$ cat src/core/floppy_phase_pkg.sv
/*
  Shared constants and types for the floppy phase sequencer and its FIFO.
  Assumes a single core clock domain; pins are synchronised inside the top.
*/
package floppy_phase_pkg;

  // ----------------------------------------------------------------
  // Widths and depths
  // ----------------------------------------------------------------
  localparam int DATA_W = 8;
  localparam int FIFO_DEPTH = 16;
  localparam int LVL_W = 5;

  // ----------------------------------------------------------------
  // FIFO level constants
  // ----------------------------------------------------------------
  localparam logic [LVL_W-1:0] LVL_ZERO = 5'h00;
  localparam logic [LVL_W-1:0] LVL_ONE = 5'h01;
  localparam logic [LVL_W-1:0] LVL_DEPTH = 5'h10;

  // ----------------------------------------------------------------
  // Byte counters
  // ----------------------------------------------------------------
  localparam logic [4:0] PIDX_ZERO = 5'h00;
  localparam logic [4:0] PIDX_ONE = 5'h01;
  localparam logic [3:0] RIDX_ZERO = 4'h0;
  localparam logic [3:0] RIDX_ONE = 4'h1;
  localparam logic [3:0] LEN_ZERO = 4'h0;

  // ----------------------------------------------------------------
  // Command kinds reported by the command decoder
  // ----------------------------------------------------------------
  localparam logic [1:0] KIND_NONE = 2'h0;
  localparam logic [1:0] KIND_TO_HOST = 2'h1;
  localparam logic [1:0] KIND_FROM_HOST = 2'h2;

  // ----------------------------------------------------------------
  // Phases
  // ----------------------------------------------------------------
  typedef enum {PH_CMD, PH_PROC, PH_EXEC, PH_RESULT} phase_t;

  // ----------------------------------------------------------------
  // Bus-side DMA pins, carried together through the synchroniser
  // ----------------------------------------------------------------
  typedef struct packed {
    logic dack_n;
    logic tc;
    logic ior_n;
    logic iow_n;
  } dma_pins_t;

  localparam dma_pins_t PINS_IDLE = '{dack_n: 1'b1, tc: 1'b0, ior_n: 1'b1, iow_n: 1'b1};

endpackage

$ cat src/core/floppy_byte_fifo.sv
/*
  Synchronous byte FIFO with valid/ready on both sides and a level output.
  Assumes DEPTH is a power of two so the pointers wrap by themselves.
*/
`timescale 1ns/10ps

module floppy_byte_fifo #(
  parameter int WIDTH = 8,
  parameter int DEPTH = 16,
  parameter int LVL_W = 5
) (
  // Clock and reset
  input wire logic clk_i,
  input wire logic rst_n_i,
  input wire logic clear_i,
  // Fill side
  input wire logic in_valid_i,
  output logic in_ready_o,
  input wire logic [WIDTH-1:0] in_data_i,
  // Drain side
  output logic out_valid_o,
  input wire logic out_ready_i,
  output logic [WIDTH-1:0] out_data_o,
  // Occupancy
  output logic [LVL_W-1:0] level_o
);

  localparam int AW = $clog2(DEPTH);

  logic [WIDTH-1:0] mem_r [DEPTH];
  logic [AW-1:0] wr_ptr_r;
  logic [AW-1:0] rd_ptr_r;
  logic [LVL_W-1:0] level_r;
  logic push;
  logic pop;

  // ----------------------------------------------------------------
  // Handshake decode
  // ----------------------------------------------------------------
  assign in_ready_o = level_r != LVL_W'(DEPTH);
  assign out_valid_o = level_r != '0;
  assign push = in_valid_i & in_ready_o;
  assign pop = out_valid_o & out_ready_i;
  assign out_data_o = mem_r[rd_ptr_r];
  assign level_o = level_r;

  // Pointers and level; clear drops contents without touching storage
  always_ff @(posedge clk_i or negedge rst_n_i) begin
    if (!rst_n_i) begin
      wr_ptr_r <= '0;
      rd_ptr_r <= '0;
      level_r <= '0;
    end else if (clear_i) begin
      wr_ptr_r <= '0;
      rd_ptr_r <= '0;
      level_r <= '0;
    end else begin
      if (push) wr_ptr_r <= wr_ptr_r + 1'b1;
      if (pop) rd_ptr_r <= rd_ptr_r + 1'b1;
      level_r <= level_r + LVL_W'(push) - LVL_W'(pop);
    end
  end

  // Storage needs no reset; unread words are never shown as valid
  always_ff @(posedge clk_i) begin
    if (push) mem_r[wr_ptr_r] <= in_data_i;
  end

endmodule // floppy_byte_fifo

$ cat src/core/floppy_phase_sequencer.sv
/*
  Command, execution and result phase control of a floppy controller core,
  with the data FIFO, its service threshold and DMA/non-DMA request logic.
  Assumes a command decoder and a disk engine on the same clock, and the
  DMA pins arriving asynchronously from the bus.
*/
// Function
// Reset leads to command phase, ready.
// Host writes only when request set, direction clear.
// Host sends command and parameters in order.
// Request flag clears after each command write.
// Request reasserted per parameter unless command illegal.
// After last parameter, request low, phase advances.
// FIFO off after reset; byte mode until enabled.
// Threshold is level parameter plus one.
// Non-DMA read: interrupt/request at mark, drop empty.
// Non-DMA write: request at entry, until full.
// Non-DMA write: interrupt drops on count/acknowledge inactive.
// Write transfers reach result only with FIFO empty.
// DMA read: request at mark, drop on empty.
// DMA read: last byte removes request on edge.
// DMA write: request at entry, until full, rearm.
// DMA write: qualified terminal count withdraws request.
// DMA write: last byte removes request on edge.
// End by count, error or last sector.
// Finish sector on stop; implicit ends flag abnormal.
// Host tolerates request during final FIFO drain.
// Result phase starts with interrupt; host reads all.
// After last result: request set, direction, busy clear.
`timescale 1ns/10ps

module floppy_phase_sequencer
  import floppy_phase_pkg::*;
(
  // Clock and reset
  input wire logic CORE_CLK_I,
  input wire logic ARST_N_I,
  // Configuration
  input wire logic DMA_MODE_I,
  input wire logic FIFO_EN_I,
  input wire logic [3:0] FIFO_LEVEL_PARAM_I,
  input wire logic [7:0] LAST_SECTOR_NUMBER_I,
  // Host programmed-I/O access, same clock
  input wire logic HOST_WR_STB_I,
  input wire logic HOST_RD_STB_I,
  input wire logic [7:0] HOST_DATA_I,
  output logic [7:0] HOST_DATA_O,
  // Status flags
  output logic HOST_REQUEST_FLAG_O,
  output logic TRANSFER_DIRECTION_FLAG_O,
  output logic COMMAND_BUSY_FLAG_O,
  output logic CONTROLLER_INTERRUPT_O,
  // DMA pins, asynchronous
  input wire logic DMA_ACKNOWLEDGE_N_I,
  input wire logic TERMINAL_COUNT_I,
  input wire logic IO_READ_STROBE_N_I,
  input wire logic IO_WRITE_STROBE_N_I,
  output logic DMA_REQUEST_PIN_O,
  output logic DMA_REQUEST_ALT_O,
  // Command decoder
  output logic [7:0] CMD_CODE_O,
  output logic [7:0] PARAM_DATA_O,
  output logic [3:0] PARAM_IDX_O,
  output logic PARAM_STB_O,
  input wire logic CMD_ILLEGAL_I,
  input wire logic [3:0] CMD_PARAM_LEN_I,
  input wire logic [1:0] CMD_KIND_I,
  input wire logic [3:0] RESULT_LEN_I,
  input wire logic [7:0] RESULT_BYTE_I,
  output logic [3:0] RESULT_IDX_O,
  // Disk engine
  output logic EXEC_TO_HOST_O,
  output logic EXEC_FROM_HOST_O,
  input wire logic DISK_IN_VALID_I,
  output logic DISK_IN_READY_O,
  input wire logic [7:0] DISK_IN_DATA_I,
  output logic DISK_OUT_VALID_O,
  input wire logic DISK_OUT_READY_I,
  output logic [7:0] DISK_OUT_DATA_O,
  input wire logic SECTOR_END_I,
  input wire logic [7:0] SECTOR_NUM_I,
  input wire logic XFER_ERR_I,
  output logic XFER_STOP_O,
  output logic ABNORMAL_TERM_O
);

  // ----------------------------------------------------------------
  // Pin synchroniser
  // ----------------------------------------------------------------
  dma_pins_t pins_in;
  dma_pins_t sync1_r;
  dma_pins_t sync2_r;
  dma_pins_t sync3_r;

  assign pins_in = '{dack_n: DMA_ACKNOWLEDGE_N_I, tc: TERMINAL_COUNT_I,
                     ior_n: IO_READ_STROBE_N_I, iow_n: IO_WRITE_STROBE_N_I};

  // Third stage only feeds edge detection, never the first stage
  always_ff @(posedge CORE_CLK_I or negedge ARST_N_I) begin
    if (!ARST_N_I) begin
      sync1_r <= PINS_IDLE;
      sync2_r <= PINS_IDLE;
      sync3_r <= PINS_IDLE;
    end else begin
      sync1_r <= pins_in;
      sync2_r <= sync1_r;
      sync3_r <= sync2_r;
    end
  end

  logic dack_lo;
  logic dack_fall;
  logic dack_rise;
  logic tc_fall;
  logic ior_fall;
  logic iow_fall;
  assign dack_lo = !sync2_r.dack_n;
  assign dack_fall = sync3_r.dack_n & !sync2_r.dack_n;
  assign dack_rise = !sync3_r.dack_n & sync2_r.dack_n;
  assign tc_fall = sync3_r.tc & !sync2_r.tc;
  assign ior_fall = sync3_r.ior_n & !sync2_r.ior_n;
  assign iow_fall = sync3_r.iow_n & !sync2_r.iow_n;

  // ----------------------------------------------------------------
  // State
  // ----------------------------------------------------------------
  phase_t phase_r;
  phase_t phase_nxt;
  logic [4:0] pidx_r;
  logic [3:0] plen_r;
  logic [1:0] kind_r;
  logic [3:0] ridx_r;
  logic req_r;
  logic req_nxt;
  logic irq_r;
  logic int_block_r;
  logic cb_r;
  logic stop_r;
  logic done_r;
  logic abn_r;
  logic sect_flush_r;
  logic [LVL_W-1:0] level;
  logic fifo_in_ready;
  logic fifo_out_valid;
  logic [DATA_W-1:0] fifo_out_data;

  // ----------------------------------------------------------------
  // Command phase decode
  // ----------------------------------------------------------------
  logic in_cmd;
  logic in_proc;
  logic in_exec;
  logic in_res;
  logic cmd_wr;
  logic first;
  logic illegal;
  logic all_in;
  logic [3:0] need;
  logic [1:0] kind_cur;
  logic enter_exec;
  logic enter_res;
  logic res_rd;
  logic res_last;
  assign in_cmd = phase_r == PH_CMD;
  assign in_proc = phase_r == PH_PROC;
  assign in_exec = phase_r == PH_EXEC;
  assign in_res = phase_r == PH_RESULT;
  assign cmd_wr = in_cmd & HOST_WR_STB_I;
  assign first = pidx_r == PIDX_ONE;
  assign illegal = in_proc & first & CMD_ILLEGAL_I;
  assign need = first ? CMD_PARAM_LEN_I : plen_r;
  assign all_in = pidx_r == ({1'b0, need} + PIDX_ONE);
  assign kind_cur = first ? CMD_KIND_I : kind_r;
  assign enter_exec = in_proc & (phase_nxt == PH_EXEC);
  assign enter_res = !in_res & (phase_nxt == PH_RESULT);
  assign res_rd = in_res & HOST_RD_STB_I;
  assign res_last = res_rd & ((ridx_r + RIDX_ONE) >= RESULT_LEN_I);

  // ----------------------------------------------------------------
  // Execution data path decode
  // ----------------------------------------------------------------
  logic to_host;
  logic from_host;
  logic host_push;
  logic host_pop;
  logic [LVL_W-1:0] thr;
  logic [LVL_W-1:0] rd_mark;
  logic [LVL_W-1:0] wr_full;
  logic [LVL_W-1:0] wr_mark;
  logic fill_ok;
  logic fifo_empty;
  logic tc_hit;
  logic eot_hit;
  // Direction comes from the command decoder, latched on the code byte
  assign to_host = in_exec & (kind_r == KIND_TO_HOST);
  assign from_host = in_exec & (kind_r == KIND_FROM_HOST);
  assign host_push = from_host & !stop_r & (DMA_MODE_I ? (iow_fall & dack_lo) : HOST_WR_STB_I);
  assign host_pop = to_host & (DMA_MODE_I ? (ior_fall & dack_lo) : HOST_RD_STB_I);
  // FIFO disabled acts as a one-byte buffer: one request per byte
  assign thr = {1'b0, FIFO_LEVEL_PARAM_I} + LVL_ONE;
  assign rd_mark = FIFO_EN_I ? (LVL_DEPTH - thr) : LVL_ONE;
  assign wr_full = FIFO_EN_I ? LVL_DEPTH : LVL_ONE;
  assign wr_mark = FIFO_EN_I ? thr : LVL_ZERO;
  assign fill_ok = level < wr_full;
  assign fifo_empty = level == LVL_ZERO;
  // Terminal count counts only when acknowledged in DMA mode
  assign tc_hit = sync2_r.tc & (DMA_MODE_I ? dack_lo : 1'b1);
  assign eot_hit = SECTOR_END_I & (SECTOR_NUM_I == LAST_SECTOR_NUMBER_I);

  // FIFO held clear outside execution
  floppy_byte_fifo #(
    .WIDTH(DATA_W),
    .DEPTH(FIFO_DEPTH),
    .LVL_W(LVL_W)
  ) u_fifo (
    .clk_i(CORE_CLK_I),
    .rst_n_i(ARST_N_I),
    .clear_i(!in_exec),
    .in_valid_i(fill_ok & (from_host ? host_push : (to_host & DISK_IN_VALID_I))),
    .in_ready_o(fifo_in_ready),
    .in_data_i(from_host ? HOST_DATA_I : DISK_IN_DATA_I),
    .out_valid_o(fifo_out_valid),
    .out_ready_i(to_host ? host_pop : (from_host & DISK_OUT_READY_I)),
    .out_data_o(fifo_out_data),
    .level_o(level)
  );

  assign DISK_IN_READY_O = to_host & fifo_in_ready & fill_ok;
  assign DISK_OUT_VALID_O = from_host & fifo_out_valid;
  assign DISK_OUT_DATA_O = fifo_out_data;

  // ----------------------------------------------------------------
  // Phase sequencing
  // ----------------------------------------------------------------
  always_comb begin
    phase_nxt = phase_r;
    case (phase_r)
      PH_CMD: begin
        if (cmd_wr) phase_nxt = PH_PROC;
      end
      PH_PROC: begin
        if (illegal) phase_nxt = PH_CMD;
        else if (!all_in) phase_nxt = PH_CMD;
        else if (kind_cur == KIND_NONE) phase_nxt = PH_RESULT;
        else phase_nxt = PH_EXEC;
      end
      PH_EXEC: begin
        if (done_r & fifo_empty) phase_nxt = PH_RESULT;
      end
      PH_RESULT: begin
        if (res_last) phase_nxt = PH_CMD;
      end
      default: phase_nxt = PH_CMD;
    endcase
  end

  // Phase register and command byte capture
  always_ff @(posedge CORE_CLK_I or negedge ARST_N_I) begin
    if (!ARST_N_I) begin
      phase_r <= PH_CMD;
      pidx_r <= PIDX_ZERO;
      plen_r <= LEN_ZERO;
      kind_r <= KIND_NONE;
      CMD_CODE_O <= 8'h00;
      PARAM_DATA_O <= 8'h00;
      PARAM_IDX_O <= 4'h0;
      PARAM_STB_O <= 1'b0;
    end else begin
      phase_r <= phase_nxt;
      PARAM_STB_O <= cmd_wr & (pidx_r != PIDX_ZERO);
      if (cmd_wr) begin
        pidx_r <= pidx_r + PIDX_ONE;
        if (pidx_r == PIDX_ZERO) CMD_CODE_O <= HOST_DATA_I;
        else PARAM_DATA_O <= HOST_DATA_I;
        PARAM_IDX_O <= pidx_r[3:0] - RIDX_ONE;
      end
      if (in_proc & first) begin
        plen_r <= CMD_PARAM_LEN_I;
        kind_r <= CMD_KIND_I;
      end
      if (in_proc & (illegal | all_in)) pidx_r <= PIDX_ZERO;
    end
  end

  // ----------------------------------------------------------------
  // Termination tracking
  // ----------------------------------------------------------------
  // Stop asks the engine to finish the current sector, then it reports the end
  always_ff @(posedge CORE_CLK_I or negedge ARST_N_I) begin
    if (!ARST_N_I) begin
      stop_r <= 1'b0;
      done_r <= 1'b0;
      abn_r <= 1'b0;
      sect_flush_r <= 1'b0;
    end else if (enter_exec) begin
      stop_r <= 1'b0;
      done_r <= 1'b0;
      abn_r <= 1'b0;
      sect_flush_r <= 1'b0;
    end else if (in_exec) begin
      if (tc_hit | eot_hit | XFER_ERR_I) stop_r <= 1'b1;
      if ((SECTOR_END_I & stop_r) | eot_hit | XFER_ERR_I) done_r <= 1'b1;
      if ((eot_hit | XFER_ERR_I) & !stop_r) abn_r <= 1'b1;
      if (SECTOR_END_I & to_host) sect_flush_r <= 1'b1;
      else if (fifo_empty) sect_flush_r <= 1'b0;
    end
  end

  assign XFER_STOP_O = stop_r;
  assign ABNORMAL_TERM_O = abn_r;
  assign EXEC_TO_HOST_O = to_host;
  assign EXEC_FROM_HOST_O = from_host;

  // ----------------------------------------------------------------
  // Service request
  // ----------------------------------------------------------------
  logic rd_set;
  logic rd_last;
  logic wr_set;
  logic wr_clr;
  logic wr_last;
  assign rd_set = !fifo_empty & ((level >= rd_mark) | sect_flush_r | done_r);
  assign rd_last = DMA_MODE_I & (sect_flush_r | done_r) & (level == LVL_ONE) & (dack_fall | ior_fall);
  assign wr_set = (level <= wr_mark) & !stop_r;
  assign wr_clr = (level >= wr_full) | stop_r | tc_hit;
  assign wr_last = DMA_MODE_I & sync2_r.tc & (dack_fall | iow_fall);

  // Requests hold until full, empty, stop, terminal count or last byte, so the host sees no chatter
  always_comb begin
    req_nxt = req_r;
    if (enter_exec) req_nxt = kind_cur == KIND_FROM_HOST;
    else if (to_host) begin
      if (fifo_empty | rd_last) req_nxt = 1'b0;
      else if (rd_set) req_nxt = 1'b1;
    end else if (from_host) begin
      if (wr_clr | wr_last) req_nxt = 1'b0;
      else if (wr_set) req_nxt = 1'b1;
    end else req_nxt = 1'b0;
  end

  // Request, interrupt blocking, result interrupt and busy flag
  always_ff @(posedge CORE_CLK_I or negedge ARST_N_I) begin
    if (!ARST_N_I) begin
      req_r <= 1'b0;
      int_block_r <= 1'b0;
      irq_r <= 1'b0;
      cb_r <= 1'b0;
    end else begin
      req_r <= req_nxt;
      if (enter_exec | (req_nxt & !req_r)) int_block_r <= 1'b0;
      else if (from_host & (tc_fall | dack_rise)) int_block_r <= 1'b1;
      // Set wins over a clear in the same cycle
      if (enter_res | illegal) irq_r <= 1'b1;
      else if (res_rd | cmd_wr) irq_r <= 1'b0;
      if (cmd_wr) cb_r <= 1'b1;
      else if (res_last | illegal) cb_r <= 1'b0;
    end
  end

  // ----------------------------------------------------------------
  // Result bytes and read data
  // ----------------------------------------------------------------
  always_ff @(posedge CORE_CLK_I or negedge ARST_N_I) begin
    if (!ARST_N_I) begin
      ridx_r <= RIDX_ZERO;
      HOST_DATA_O <= 8'h00;
    end else begin
      if (res_rd) HOST_DATA_O <= RESULT_BYTE_I;
      else if (host_pop) HOST_DATA_O <= fifo_out_data;
      if (res_last | !in_res) ridx_r <= RIDX_ZERO;
      else if (res_rd) ridx_r <= ridx_r + RIDX_ONE;
    end
  end

  assign RESULT_IDX_O = ridx_r;

  // ----------------------------------------------------------------
  // Flag outputs
  // ----------------------------------------------------------------
  // Processing cycle keeps the request low after every command byte
  assign HOST_REQUEST_FLAG_O = in_cmd | in_res | (in_exec & !DMA_MODE_I & req_r);
  assign TRANSFER_DIRECTION_FLAG_O = in_res | to_host;
  assign COMMAND_BUSY_FLAG_O = cb_r;
  assign CONTROLLER_INTERRUPT_O = irq_r | (in_exec & !DMA_MODE_I & req_r & !int_block_r);
  assign DMA_REQUEST_PIN_O = in_exec & DMA_MODE_I & req_r;
  assign DMA_REQUEST_ALT_O = in_exec & DMA_MODE_I & req_r;

  // ----------------------------------------------------------------
  // Assertions
  // ----------------------------------------------------------------
  property p_cmd_write_drops_request;
    @(posedge CORE_CLK_I) disable iff (!ARST_N_I) cmd_wr |=> !HOST_REQUEST_FLAG_O;
  endproperty
  a_cmd_write_drops_request: assert property (p_cmd_write_drops_request)
    else $error("request flag still set after command write");

  property p_param_rearms;
    @(posedge CORE_CLK_I) disable iff (!ARST_N_I) (in_proc & !all_in & !illegal) |=> HOST_REQUEST_FLAG_O;
  endproperty
  a_param_rearms: assert property (p_param_rearms)
    else $error("request flag not raised for next parameter");

  property p_last_param_leaves;
    @(posedge CORE_CLK_I) disable iff (!ARST_N_I) (in_proc & all_in & !illegal) |=> !in_cmd;
  endproperty
  a_last_param_leaves: assert property (p_last_param_leaves)
    else $error("stayed in command phase after last parameter");

  property p_write_entry_request;
    @(posedge CORE_CLK_I) disable iff (!ARST_N_I)
      (enter_exec & (kind_cur == KIND_FROM_HOST) & !DMA_MODE_I) |=> (HOST_REQUEST_FLAG_O & CONTROLLER_INTERRUPT_O);
  endproperty
  a_write_entry_request: assert property (p_write_entry_request)
    else $error("no request on entering host-to-FIFO execution");

  property p_result_needs_empty;
    @(posedge CORE_CLK_I) disable iff (!ARST_N_I)
      (in_res & ($past(phase_r) == PH_EXEC)) |-> ($past(level) == LVL_ZERO);
  endproperty
  a_result_needs_empty: assert property (p_result_needs_empty)
    else $error("result phase entered with FIFO not empty");

  property p_dma_read_empty_drop;
    @(posedge CORE_CLK_I) disable iff (!ARST_N_I) (to_host & DMA_MODE_I & fifo_empty) |=> !DMA_REQUEST_PIN_O;
  endproperty
  a_dma_read_empty_drop: assert property (p_dma_read_empty_drop)
    else $error("DMA request held with FIFO empty");

  property p_tc_withdraws;
    @(posedge CORE_CLK_I) disable iff (!ARST_N_I)
      (from_host & DMA_MODE_I & sync2_r.tc & dack_lo) |=> !DMA_REQUEST_PIN_O [*2];
  endproperty
  a_tc_withdraws: assert property (p_tc_withdraws)
    else $error("DMA request not withdrawn on terminal count");

  property p_result_interrupt;
    @(posedge CORE_CLK_I) disable iff (!ARST_N_I) enter_res |=> (in_res & CONTROLLER_INTERRUPT_O);
  endproperty
  a_result_interrupt: assert property (p_result_interrupt)
    else $error("no interrupt at start of result phase");

  property p_ready_after_result;
    @(posedge CORE_CLK_I) disable iff (!ARST_N_I)
      res_last |=> (HOST_REQUEST_FLAG_O & !TRANSFER_DIRECTION_FLAG_O & !COMMAND_BUSY_FLAG_O);
  endproperty
  a_ready_after_result: assert property (p_ready_after_result)
    else $error("flags not ready for new command after results");

endmodule // floppy_phase_sequencer

$ cat config.mk
export PLATFORM = sky130hd
export DESIGN_NAME = floppy_phase_sequencer
export DESIGN_NICKNAME = d
export VERILOG_FILES = /design/src/core/floppy_phase_pkg.sv /design/src/core/floppy_byte_fifo.sv /design/src/core/floppy_phase_sequencer.sv
export SDC_FILE = /design/constraint.sdc
export NUM_CORES = 1
export LEC_CHECK = 0
export BUFFER_PORTS_ARGS = -buffer_cell sky130_fd_sc_hd__buf_2
export CORE_UTILIZATION = 59
export CTS_CLUSTER_SIZE = 25
export DETAILED_ROUTE_END_ITERATION = 10
export HOLD_SLACK_MARGIN = 0.1
export PLACE_DENSITY = 0.83
export SKIP_CTS_REPAIR_TIMING = 1
export SLEW_MARGIN = 30
export SYNTH_ARGS = -nofsm -noshare
export SYNTH_HDL_FRONTEND = slang
export SYNTH_HIERARCHICAL = 1
export SYNTH_SLANG_ARGS = --single-unit
export TNS_END_PERCENT = 10
$ cat constraint.sdc
create_clock -name CORE_CLK_I -period 5.44 [get_ports CORE_CLK_I]
set_input_delay 0.816 -clock CORE_CLK_I [delete_from_list [all_inputs] [get_ports CORE_CLK_I]]
set_output_delay 0.816 -clock CORE_CLK_I [all_outputs]
set_load 0.1 [all_outputs]
# After elaboration in Yosys (flattened, before gate mapping)
# Memories as Yosys holds them, arrays and structs flattened.
# Cells that the tools add are included.
# word_totals
word_cells,234
mem_count,1
input_bits,69
ramBits,128
register_bits,109
# classes
eq_ne,18
order_cmp,5
n_reduce_logical,35
muxes,57
addsub,10
bitwise,75
# memory_table
name,words,width,read_ports,rd_clocked_by_memory_dff,wr,line,rtl
u_fifo.mem_r,16,8,1,0,1,floppy_byte_fifo.sv:30,logic [WIDTH-1:0] mem_r [DEPTH];
# ops
op,n
$eq A32 B3 Y1 const B,4
$pmux W32 S4,1
$eq A32 B2 Y1 const B,3
$mux W32,3
$logic_not A32 Y1,2
$and A1 B1 Y1,49
$mux W1,34
$eq A32 B1 Y1 const B,1
$mux W5,6
$mux W4,7
$or A1 B1 Y1,25
$mux W8,3
$reduce_bool A2 Y1,10
$add A4 B1 Y4 const B,3
$reduce_and A2 Y1,6
$logic_not A1 Y1,11
$add A4 B1 Y5 const B,2
$eq A5 B1 Y1 const B,2
$ge A5 B5 Y1,2
$logic_not A5 Y1,2
$reduce_bool A5 Y1,2
$eq A8 B8 Y1,1
$mux W2,3
$add A5 B1 Y5,1
other kinds (15),17

# Logic depth before layout (Yosys ltp)
# Gate-level depths: netlist of the first run.
# depth
depth_word,14
ltp_mapped,20
ltp_nobuf,18

# Cells and area by module
# The synthesis of the first run kept the hierarchy.
# modules_own_cells
mod,instances,seq_area_each_um2,cells_each,area_per_inst_um2
floppy_byte_fifo,1,4169.0,337,5918.2
floppy_phase_sequencer,1,2413.6,460,4857.2

# Worst setup path before layout of the first run
# Ideal clock, no wire load.
# synth_path
kind,register to output
start,reg phase_r[4]
end,out HOST_REQUEST_FLAG_O
path_stages_with_launch,5
n_path_buf,1
setup_slack_ns,-1.556
arrival_time_ns,6.180
cell_sequence,dfrtp_1 or4_4 or4_4 buf_6 a2111oi_0
# synth_between
elab_chain_cells,4
elab_cells_between_ends,7
classes_between,eq/ne: 2; bitwise: 4; reduce/logical: 1
# synth_rtl
element,line,rtl
from (decl),floppy_phase_sequencer.sv:127,phase_t phase_r;
from (signal assigned),floppy_phase_sequencer.sv:269,phase_r <= phase_nxt;
$eq A32 B3 Y1,floppy_phase_sequencer.sv:166,assign in_exec = phase_r == PH_EXEC;
$and A1 B1 Y1 (2 in a row),floppy_phase_sequencer.sv:381,assign HOST_REQUEST_FLAG_O = in_cmd | in_res | (in_exec & !DMA_MODE_I & req_r);
$or A1 B1 Y1 (*),floppy_phase_sequencer.sv:381,
to (decl),floppy_phase_sequencer.sv:49,"output logic HOST_REQUEST_FLAG_O,"
# Mark *: on every way between the ends. The rest lies on a longest branch, timed or not.

# Worst setup path in the final report of the first run
# layout_path
start,reg phase_r[4]
end,reg u_fifo.level_r[4] (netlist: u_fifo/level_o[4])
# layout_between
elab_chain_cells,10
elab_cells_between_ends,16
classes_between,add/sub: 2; eq/ne: 1; mux: 3; bitwise: 10
# layout_rtl
element,line,rtl
$eq A32 B3 Y1 (*),floppy_phase_sequencer.sv:166,
$and A1 B1 Y1,floppy_phase_sequencer.sv:196,assign from_host = in_exec & (kind_r == KIND_FROM_HOST);
$and A1 B1 Y1 (2 in a row),floppy_phase_sequencer.sv:197,assign host_push = from_host & !stop_r & (DMA_MODE_I ? (iow_fall & dack_lo) : HOST_WR_STB_I);
$mux W1,floppy_phase_sequencer.sv:219,".in_valid_i(fill_ok & (from_host ? host_push : (to_host & DISK_IN_VALID_I))),"
$and A1 B1 Y1,floppy_phase_sequencer.sv:219,
$and A1 B1 Y1,floppy_byte_fifo.sv:42,assign push = in_valid_i & in_ready_o;
$add A5 B1 Y5,floppy_byte_fifo.sv:60,level_r <= level_r + LVL_W'(push) - LVL_W'(pop);
$sub A5 B1 Y5,floppy_byte_fifo.sv:60,
$mux W5 (*),floppy_byte_fifo.sv:53,end else if (clear_i) begin
to (signal assigned),floppy_byte_fifo.sv:60,
to (decl),floppy_byte_fifo.sv:33,logic [LVL_W-1:0] level_r;
# Marked as above.
# A chain may end at the register's enable or synchronous reset.

==> impl_metrics.py, run 1 <==
metrics = {
    "synth": {
        "synth_most_common_cell": "edfxtp_1",
        "seq_area_frac_synth_pct": 61.09,
        "synthTopCellsByArea": "edfxtp_1 36%, dfrtp_1 23%, ha_1 3.9%",
        "synth_top_area_cell": "edfxtp_1",
        "synth_top_area_share_pct": 35.67,
        "ys_top_cells_by_count": "128 x edfxtp_1, 100 x dfrtp_1, 86 x nand2_1",
        "synthesis.area_um2": 10780,
        "synthSimpleGateAreaFrac_pct": 11.70,
        "synth-adder-area-share_pct": 4.134,
        "synthCells": 797,
        "yosysWarnings": 6,
        "synth_cell_types": 74,
        "synth_xor_area_share_pct": 2.601,
        "synth_top_family_by_area": "simple AND/OR/NAND/NOR gates",
        "synth_ff_type": "edfxtp_1",
        "ys_seq_elements": 237,
        "synth_area_per_cell_um2": 13.52,
        "synth_compound_area_share_pct": 7.397,
        "synth_edf_count": 128,
        "synthArstFlopShare_pct": 45.99,
        "synthMuxAreaShare_pct": 9.870,
    },
    "grt": {
        "grt_use_total_pct": 27.78,
        "grt_pass1_vias": 7313,
        "use_met1_pct": 38.08,
        "antenna_found_initial": 0,
        "grt.met3_usage_pct": 4.407,
        "grt-ovfl-total": 0,
        "use_met2_pct": 44.70,
        "grt.busiest_layer": "met2",
        "grt_start_max_net_pins": 76,
        "grt_pass1_wl_mm": 39.12,
    },
    "power_and_ir_drop": {
        "comb_power_share_pct": 3.9,
        "cellLeakagePower_nw": 5.139,
        "powerDensity_nw_per_um2": 296.2,
        "intPower_mw": 2.904,
        "power.switching_mw": 0.7873,
        "p_clk_share_pct": 43.9,
        "vdd_drop_max_mv": 0.3289,
        "pwr-share-seq_pct": 52.2,
        "finalPower_mw": 3.691,
        "swShare_pct": 21.33,
    },
    "worst_setup_path": {
        "crit_path_end_kind": "register",
        "path_delay_family": "simple AND/OR/NAND/NOR gates",
        "startpoint_type": "register",
        "max_stage_delay_ps": 620,
        "crit_path_cell_trace": "or4_4 > or4_4 > nor3_4 > inv_2 > or2_1 > or3_1 > a21boi_2 > nand2_2 > ha_1 > inv_1 > ha_1 > inv_1 > fa_1 > nor2b_1 > o21bai_1 > nand3_1 > nor3b_1",
        "arrival_ps": 5400,
        "cpMaxStageDelayCell": "or4_4",
        "path_class": "register to register",
        "critPathBufInv": 3,
        "critPathRequiredTime_ps": 5860,
        "cp_max_fo": 16,
    },
    "drt": {
        "drc": 0,
        "ant_nets": 0,
        "dr.pass1.iters": 5,
        "drt-total-wl_mm": 24.97,
        "routedWlPerCell_um": 20.87,
        "vias": 7160,
        "vias_per_cell": 5.987,
        "drtIter0Drc": 744,
    },
    "run": {
        "drv_cap": 0,
    },
    "clocking": {
        "clk_pin_slew_ps": 60,
        "clockBufferDepth": 3,
        "cts.sinks": 237,
        "cts_inserted_buffers": 23,
        "clk_latency_ps": 520,
        "cts_tree": "built",
        "cts_root_buffer": "clkbuf_16",
        "cts-htree-levels": 1,
    },
    "timing": {
        "worst_pin_slew_ps": 946.1,
        "setup_viol": 0,
        "period_needed_ps": 4981,
        "maxSlewHeadroom_pct": 36.93,
        "hold_violations": 0,
        "drv_slew": 0,
        "hold_ws_ps": 303.6,
        "period_share_pct": 91.57,
        "rsz0062_at_grt": "false",
        "tns_ps": 0,
        "clock-skew-final_ps": 9.149,
        "fmax_mhz": 200.8,
    },
    "floorplanning": {
        "ios": 122,
        "core.rowCount": 49,
        "die_area_um2": 18810,
        "start_util_pct": 60.19,
        "core_area_um2": 17900,
        "die_w_um": 137.1,
        "die_h_um": 137.1,
    },
    "placement": {
        "dpl.hpwl_mm": 16.95,
        "place_congestion": 0.8623,
        "io_buffers": 121,
    },
    "cells_and_area": {
        "fin_nets": 1054,
        "drive_above_1_share_pct": 26.89,
        "syn2layout_area_growth_pct": 15.63,
        "antenna_cells": 0,
    },
    "run_status": {
        "status": "finished, final reports clean",
    },
    "hold_path": {
        "hp-class": "input pin to async pin",
    },
}
## registers in the layout, indices dropped and copies added, names as in the netlist, 5 cells and up
| register | flops |
|---|---|
| pidx_r | 5 |
| u_fifo/level_o | 5 |
| CMD_CODE_O | 8 |
| PARAM_DATA_O | 8 |
| u_fifo/mem_r | 128 |
| phase_r | 32 |
| HOST_DATA_O | 8 |
## worst paths after layout
path | cells past startpoint | end | startpoint | slack [ps]
max reg2reg | 17 | u_fifo/level_o[4] | phase_r[4] | 460
max in group asynchronous | 2 | u_fifo/rd_ptr_r[0] | ARST_N_I | 4140
min reg2reg | 0 | sync2_r[1] | sync1_r[1] | 360
min in group CORE_CLK_I | 0 | sync2_r[1] | sync1_r[1] | 360
min | 1 | phase_r[11] | ARST_N_I | 300
max | 17 | u_fifo/level_o[4] | phase_r[4] | 460
## cell usage in the layout (no fill, tap or decap), types with 8 or more instances in the layout
master and instances:
edfxtp_1 128, buf_2 120, dfrtp_1 99, nand2_1 86, mux2i_1 41, ha_1 34, nor2_1 33, conb_1 30
inv_1 29, mux2_2 26, clkbuf_16 26, o21ai_0 25, a21oi_1 20, xor2_1 17, mux4_2 16, xnor2_1 15
nor3_1 14, nand4_1 13, nor2b_1 12, nand3_1 11, nor4_1 11, and2_1 11, buf_4 10, a22oi_1 9
dfstp_2 9, a221oi_2 9, a221oi_1 8
## worst reg2reg max path: stages (launching register included)
cell,delay (ps)
dfrtp_1,360
or4_4,550
or4_4,620
nor3_4,330
inv_2,200
or2_1,460
or3_1,440
a21boi_2,240
nand2_2,180
ha_1,310
inv_1,50
ha_1,150
inv_1,50
fa_1,370
nor2b_1,160
o21bai_1,110
nand3_1,110
nor3b_1,210
## power groups by stage
stage,clock [mW],combinational [mW],sequential [mW]
after floorplan,0,0.0484,1.98
after global placement,0,0.140,1.96
after detailed placement,0,0.143,1.96
after CTS,1.64,0.144,1.93
after global routing,1.71,0.160,1.93
final,1.62,0.144,1.93
## layer usage
metal,part of all wire (%),wire [um]
met5,0,0
met4,3.4,839
met3,8.5,2133
met2,48,11930
met1,40,10070
## cells by family (layout without fill, tap and decap cells)
group | Yosys count | in the layout
AND/OR/NAND/NOR | 239 | 239
flip-flops | 237 | 237
AO/OA/AOI/OAI | 107 | 107
multiplexers | 83 | 83
buffers and inverters | 63 | 204
adder cells (fa/ha/maj) | 35 | 35
XOR/XNOR | 32 | 32
other | 1 | 30
## per-stage QoR
step                      util [%]  std cells  setup WS, ps  cell area [um2]
final                        69.60       1196         458.7            12460
after floorplan                  -        826         456.9            10890
after global placement       64.96       1153         633.3            11630
after detailed placement     64.97       1153         438.5            11630
after global routing         69.60       1196         123.4            12460
after CTS                    69.40       1195         367.7            12420
## final cells by class
class                           instances  area [um2]
Clock buffer                           35       734.5
Fill cell                            1218        5443
Tap cell                              229       286.5
Multi-Input combinational cell        526        3990
Timing Repair Buffer                  131       686.9
Sequential cell                       237        6586
Clock inverter                          7       58.81
Inverter                               31       116.4
No activity file was read; power rests on OpenSTA's default activity.
==> inputs of run 2 (changes only) <==
--- a/config.mk
+++ b/config.mk
@@ -6,13 +6,13 @@
 export NUM_CORES = 1
 export LEC_CHECK = 0
 export BUFFER_PORTS_ARGS = -buffer_cell sky130_fd_sc_hd__buf_2
-export CORE_UTILIZATION = 59
+export CORE_UTILIZATION = 63
 export CTS_CLUSTER_SIZE = 25
 export DETAILED_ROUTE_END_ITERATION = 10
 export HOLD_SLACK_MARGIN = 0.1
-export PLACE_DENSITY = 0.83
+export PLACE_DENSITY = 0.88
 export SKIP_CTS_REPAIR_TIMING = 1
-export SLEW_MARGIN = 30
+export SLEW_MARGIN = 40
 export SYNTH_ARGS = -nofsm -noshare
 export SYNTH_HDL_FRONTEND = slang
 export SYNTH_HIERARCHICAL = 1
==> constraint.sdc (replaced) <==
create_clock -name CORE_CLK_I -period 5.9 [get_ports CORE_CLK_I]
set_input_delay 0.885 -clock CORE_CLK_I [delete_from_list [all_inputs] [get_ports CORE_CLK_I]]
set_output_delay 0.885 -clock CORE_CLK_I [all_outputs]
set_load 0.1 [all_outputs]
==> run 2 against run 1 <==
Net effect:
- setup slack improved by 290 ps
- highest routed layer unchanged
- non-clock buffer count shrank 1
- wire length is 2.1% higher
- final cell count decreased by 0.84%
- critical endpoint unchanged
- fmax shrank 3.3%
- largest cell class unchanged
- clock power decreased by 14%
- sequential share of layout area grew 0.49 points
- core utilization up 4.6 points
- critical path depth unchanged
==> impl_metrics.py, run 2 (synthesis results as in run 1) <==
metrics = {
    "clocking": {
        "clk_latency_ps": 540,
        "clk_pin_slew_ps": 60,
        "cts.sinks": 237,
        "cts_inserted_buffers": 23,
        "clockBufferDepth": 3,
        "cts_root_buffer": "clkbuf_16",
        "cts-htree-levels": 1,
        "cts_tree": "built",
    },
    "worst_setup_path": {
        "startpoint_type": "register",
        "crit_path_end_kind": "register",
        "arrival_ps": 5560,
        "path_delay_family": "simple AND/OR/NAND/NOR gates",
        "worstReg2RegStart": "phase_r[4]",
        "ff2ff_setup_slack_ps": 750,
        "crit_path_cell_trace": "or4_4 > or4_4 > nor3_4 > inv_2 > or2_1 > or3_1 > a21boi_1 > nand2_2 > ha_1 > inv_1 > ha_1 > inv_1 > fa_1 > nor2b_1 > o21bai_1 > nand3_1 > nor3b_1",
        "critPathBufInv": 3,
        "cpMaxStageDelayCell": "or4_4",
        "path_class": "register to register",
        "reg2regPathDepth": 17,
        "critPathRequiredTime_ps": 6310,
        "cp_max_fo": 16,
        "max_stage_delay_ps": 610,
        "r2r-end": "u_fifo/level_o[4]",
    },
    "cells_and_area": {
        "final.fill_count": 957,
        "fin_nets": 1053,
        "syn2layout_area_growth_pct": 14.60,
        "largest_reg_flops": 128,
        "final_common_cell": "edfxtp_1",
        "reg_top3": "u_fifo/mem_r: 128 flops, phase_r: 32 flops",
        "design_area_um2": 12350,
        "drive_above_1_share_pct": 26.01,
        "top_register": "u_fifo/mem_r",
        "final_cell_mix": "128 x edfxtp_1, 120 x buf_2, 98 x dfrtp_1",
        "finish.utilization_pct": 74.20,
    },
    "timing": {
        "hold_violations": 0,
        "rsz0062_at_grt": "false",
        "worst_pin_slew_ps": 852.6,
        "period_needed_ps": 5152,
        "setup_viol": 0,
        "fmax_mhz": 194.1,
        "period_share_pct": 87.31,
        "drv_slew": 0,
        "clock-skew-final_ps": 36.48,
        "maxSlewHeadroom_pct": 43.10,
        "tns_ps": 0,
    },
    "floorplanning": {
        "die_h_um": 132.8,
        "die_w_um": 132.8,
        "ios": 122,
        "core_area_um2": 16640,
        "die_area_um2": 17630,
        "start_util_pct": 64.75,
        "core.rowCount": 47,
    },
    "grt": {
        "grt_start_max_net_pins": 71,
        "grt_pass1_vias": 7405,
        "grt-ovfl-total": 0,
        "grt_pass1_wl_mm": 40.28,
        "antenna_found_initial": 0,
        "grt_use_total_pct": 29.92,
    },
    "power_and_ir_drop": {
        "vdd_drop_max_mv": 0.2544,
        "comb_power_share_pct": 4.1,
        "cellLeakagePower_nw": 5.097,
        "powerDensity_nw_per_um2": 267.9,
        "p_clk_share_pct": 42.2,
        "pwr-share-seq_pct": 53.7,
        "swShare_pct": 21.76,
        "intPower_mw": 2.588,
        "power.switching_mw": 0.7200,
    },
    "run_status": {
        "status": "finished, final reports clean",
    },
    "placement": {
        "dpl.hpwl_mm": 16.73,
        "place_congestion": 0.8616,
        "dpl_cell_area_um2": 11620,
        "io_buffers": 121,
    },
    "run": {
        "drv_cap": 0,
    },
    "hold_path": {
        "hp-class": "input pin to async pin",
    },
    "drt": {
        "ant_nets": 0,
        "routedWlPerCell_um": 21.48,
        "vias": 7375,
        "dr.pass1.iters": 7,
        "drc": 0,
        "vias_per_cell": 6.218,
        "drtIter0Drc": 1036,
        "drt-total-wl_mm": 25.48,
    },
}
-- run 2: cell count changes in the layout (fill, tap and decap cells not counted), sizes merged --
cell	previous run	this run
clkinv	4	9
buf	131	130
clkinvlp	2	0
clkbuf	35	30
diode	0	1
bufinv	0	1
-- run 2: layout make-up --
class | count | area (um2) | area share [%]
Antenna cell | 1 | 2.502 | 0.02027
Clock buffer | 30 | 611.8 | 4.955
Clock inverter | 11 | 95.09 | 0.7701
Inverter | 31 | 116.4 | 0.9423
Multi-Input combinational cell | 526 | 3980 | 32.23
Sequential cell | 237 | 6588 | 53.35
Tap cell | 220 | 275.3 | 2.229
Timing Repair Buffer | 130 | 679.4 | 5.502
-- run 2: how the worst max path moves through the flow --
stage | start | endpoint | slack (ps) | depth (start not counted)
after floorplan | phase_r[4] | HOST_REQUEST_FLAG_O | 210 | 4
after global placement | phase_r[4] | u_fifo/level_o[4] | 1100 | 17
after detailed placement | phase_r[4] | u_fifo/level_o[4] | 820 | 17
after CTS | phase_r[4] | u_fifo/level_o[4] | 780 | 17
after global routing | phase_r[4] | u_fifo/level_o[4] | 520 | 17
final | phase_r[4] | u_fifo/level_o[4] | 750 | 17
-- run 2: metal layers --
metal	vias to the layer above	share of wire [%]	track usage, %
met4	0	4.2	13.60
met5	-	0	0
li1	3226	-	-
met2	500	47	46.63
met1	3551	39	41.70
met3	98	9.6	5.134
-- run 2: power by group through the flow --
stage	clock network [mW]	logic [mW]	registers, mW
4_1_cts	1.40	0.135	1.78
3_3_place_gp	0	0.128	1.81
3_5_place_dp	0	0.133	1.81
2_1_floorplan	0	0.0447	1.83
5_1_grt	1.47	0.150	1.78
6_report	1.40	0.136	1.78
-- run 2: per-stage QoR --
stage          hold slack [ps]  setup slack, ps  power (mW)  instances
2_1_floorplan            331.2            205.3       1.873        826
3_3_place_gp             332.6             1105       1.934       1144
3_5_place_dp             340.1            824.0       1.940       1144
4_1_cts                  344.4            776.9       3.312       1185
5_1_grt                  360.6            518.7       3.395       1185
6_report                 329.7            748.5       3.308       1186
==> inputs of run 3 (changes only) <==
--- a/config.mk
+++ b/config.mk
@@ -5,12 +5,13 @@
 export SDC_FILE = /design/constraint.sdc
 export NUM_CORES = 1
 export LEC_CHECK = 0
+export ABC_AREA = 1
 export BUFFER_PORTS_ARGS = -buffer_cell sky130_fd_sc_hd__buf_2
-export CORE_UTILIZATION = 63
+export CORE_UTILIZATION = 25
 export CTS_CLUSTER_SIZE = 25
 export DETAILED_ROUTE_END_ITERATION = 10
 export HOLD_SLACK_MARGIN = 0.1
-export PLACE_DENSITY = 0.88
+export PLACE_DENSITY = 0.44
 export SKIP_CTS_REPAIR_TIMING = 1
 export SLEW_MARGIN = 40
 export SYNTH_ARGS = -nofsm -noshare
==> run 3 against run 2 <==
Net effect:
- critical path depth decreased by 7
- critical path type is now register to output pin
- sequential power is essentially flat
- largest cell class unchanged
- fmax up 33%
- sequential share of layout area decreased by 4.7 points
- highest routed layer unchanged
- clock-buffer cell count grew 4
- worst hold slack worse by 4.0 ps
- clock skew shrank 8.3 ps
- combinational power up 4%
- first-iteration DRC count is 51% lower
- final cell count up 66%
==> impl_metrics.py, run 3 <==
metrics = {
    "synth": {
        "synthArstFlopShare_pct": 45.99,
        "yosysWarnings": 6,
        "synth_area_per_cell_um2": 9.420,
        "ys_top_cells_by_count": "367 x nand2_1, 133 x inv_1, 128 x edfxtp_1",
        "synth_cell_types": 48,
        "synthCells": 1197,
        "synthesis.area_um2": 11280,
        "synthTopCellsByArea": "edfxtp_1 34%, dfrtp_1 22%, nand2_1 12%",
        "synth_most_common_cell": "nand2_1",
        "synth_ff_type": "edfxtp_1",
        "ys_seq_elements": 237,
        "synth_top_area_share_pct": 34.09,
        "synth_top_area_cell": "edfxtp_1",
        "seq_area_frac_synth_pct": 58.38,
        "synth_edf_count": 128,
    },
    "timing": {
        "tns_ps": 0,
        "fmax_mhz": 257.8,
        "setup_viol": 0,
        "hold_violations": 0,
        "worst_pin_slew_ps": 779.2,
        "period_share_pct": 65.75,
        "maxSlewHeadroom_pct": 47.86,
        "drv_slew": 0,
        "clock-skew-final_ps": 28.16,
        "rsz0062_at_grt": "false",
        "period_needed_ps": 3879,
    },
    "placement": {
        "dp_cells": 1915,
        "place_congestion": 0.8304,
        "io_buffers": 121,
        "dpl.hpwl_mm": 21.61,
        "dpl_cell_area_um2": 12630,
    },
    "cells_and_area": {
        "seq_area_um2": 6586,
        "design_area_um2": 13540,
        "final_cell_mix": "367 x nand2_1, 133 x inv_1, 128 x edfxtp_1",
        "finish.utilization_pct": 30.55,
        "reg_top3": "u_fifo/mem_r: 128 flops, phase_r: 32 flops",
        "antenna_cells": 0,
        "multi_input_area_um2": 4116,
        "largest_reg_flops": 128,
        "top_register": "u_fifo/mem_r",
        "drive_above_1_share_pct": 17.58,
        "syn2layout_area_growth_pct": 20.06,
        "final_common_cell": "nand2_1",
        "stdcell_count": 1963,
        "fin_nets": 1455,
        "final.fill_count": 4694,
    },
    "grt": {
        "grt-ovfl-total": 0,
        "antenna_found_initial": 0,
        "grt_pass1_vias": 8272,
        "grt_pass1_wl_mm": 47.87,
        "grt_use_total_pct": 13.32,
        "grt_start_max_net_pins": 68,
    },
    "floorplanning": {
        "core.rowCount": 77,
        "die_w_um": 214.4,
        "ios": 122,
        "die_area_um2": 45960,
        "core_area_um2": 44320,
        "start_util_pct": 25.44,
        "die_h_um": 214.4,
    },
    "power_and_ir_drop": {
        "powerDensity_nw_per_um2": 266.1,
        "comb_power_share_pct": 3.9,
        "power.switching_mw": 0.7904,
        "swShare_pct": 21.94,
        "finalPower_mw": 3.603,
        "p_clk_share_pct": 46.8,
        "vdd_drop_max_mv": 0.1622,
        "intPower_mw": 2.812,
        "cellLeakagePower_nw": 6.132,
        "pwr-share-seq_pct": 49.3,
    },
    "clocking": {
        "clk_pin_slew_ps": 60,
        "clk_latency_ps": 550,
        "clockBufferDepth": 3,
        "cts_inserted_buffers": 26,
        "cts-htree-levels": 1,
        "cts_root_buffer": "clkbuf_16",
        "cts_tree": "built",
        "cts.sinks": 237,
    },
    "worst_setup_path": {
        "ff2ff_setup_slack_ps": 2160,
        "path_class": "register to output pin",
        "startpoint_type": "register",
        "cp_common_cell": "nor2_1",
        "cpMaxStageDelayCell": "buf_2",
        "cp_max_fo": 18,
        "path_delay_family": "simple AND/OR/NAND/NOR gates",
        "critPathRequiredTime_ps": 5020,
        "max_stage_delay_ps": 470,
        "crit_path_end_kind": "output pin",
        "critPathBufInv": 3,
        "arrival_ps": 2990,
        "critPathLaunch": "phase_r[10]",
        "worstReg2RegStart": "phase_r[10]",
        "crit_path_cell_trace": "nor2_1 > nand2_1 > nor2_2 > inv_1 > nor2_4 > nand2_2 > nor3_4 > inv_2 > nor2_1 > buf_2",
    },
    "drt": {
        "drtIter0Drc": 507,
        "dr.pass1.iters": 7,
        "vias_per_cell": 4.200,
        "vias": 8245,
        "routedWlPerCell_um": 15.61,
        "ant_nets": 0,
        "drc": 0,
        "drt-total-wl_mm": 30.63,
    },
    "hold_path": {
        "hp-class": "input pin to async pin",
    },
    "run": {
        "drv_cap": 0,
    },
    "run_status": {
        "status": "finished, final reports clean",
    },
}
[run 3: power groups by stage]
stage	Combinational [mW]	Sequential [mW]	Clock, mW
2_1_floorplan	0.0528	1.82	0
3_3_place_gp	0.143	1.81	0
3_5_place_dp	0.146	1.81	0
4_1_cts	0.147	1.78	1.73
5_1_grt	0.160	1.78	1.80
6_report	0.142	1.78	1.69
[run 3: per-stage QoR]
| stage | setup slack [ps] | hold WS (ps) |
|---|---|---|
| floorplan | 1337 | 331.2 |
| global placement | 2105 | 334.8 |
| detailed placement | 2144 | 344.9 |
| CTS | 1846 | 355.5 |
| global route | 1817 | 361.2 |
| finish | 2021 | 325.7 |
[run 3: metal layers]
metal / vias to the layer above / share of wire [%] / global-route usage (%)
met5: - / 0 / 0
met4: 0 / 1.3 / 2.333
met3: 31 / 4.7 / 2.695
met2: 178 / 49 / 23.14
met1: 3891 / 45 / 17.22
li1: 4145 / - / -
[run 3: worst paths after layout]
path                                           to  cells past startpoint
worst max-delay path             DISK_OUT_VALID_O                     10
worst min-delay path                    plen_r[0]                      1
worst max register to register  u_fifo/level_o[4]                     21
worst min register to register         sync3_r[1]                      0
max in group asynchronous              sync2_r[0]                      2
min in group CORE_CLK_I                sync3_r[1]                      0
[run 3: area by class of cell]
cell class	instances	share of cell area, %
inverters	145	4.039
repair buffers	128	4.908
well taps	592	5.471
flip-flops and latches	237	48.65
multi-input cells	813	30.41
clock inverters	14	1.128
clock buffers	34	5.397
[run 3: logic make-up after synthesis]
logic type / share of synthesized area (%)
fa+ha+maj: 3.950
xor+xnor: 1.398
buf+inv: 6.724
simple gates: 24.62
mux: 0.7102
flops: 58.38
compound gates: 4.183
other cells: 0.03326
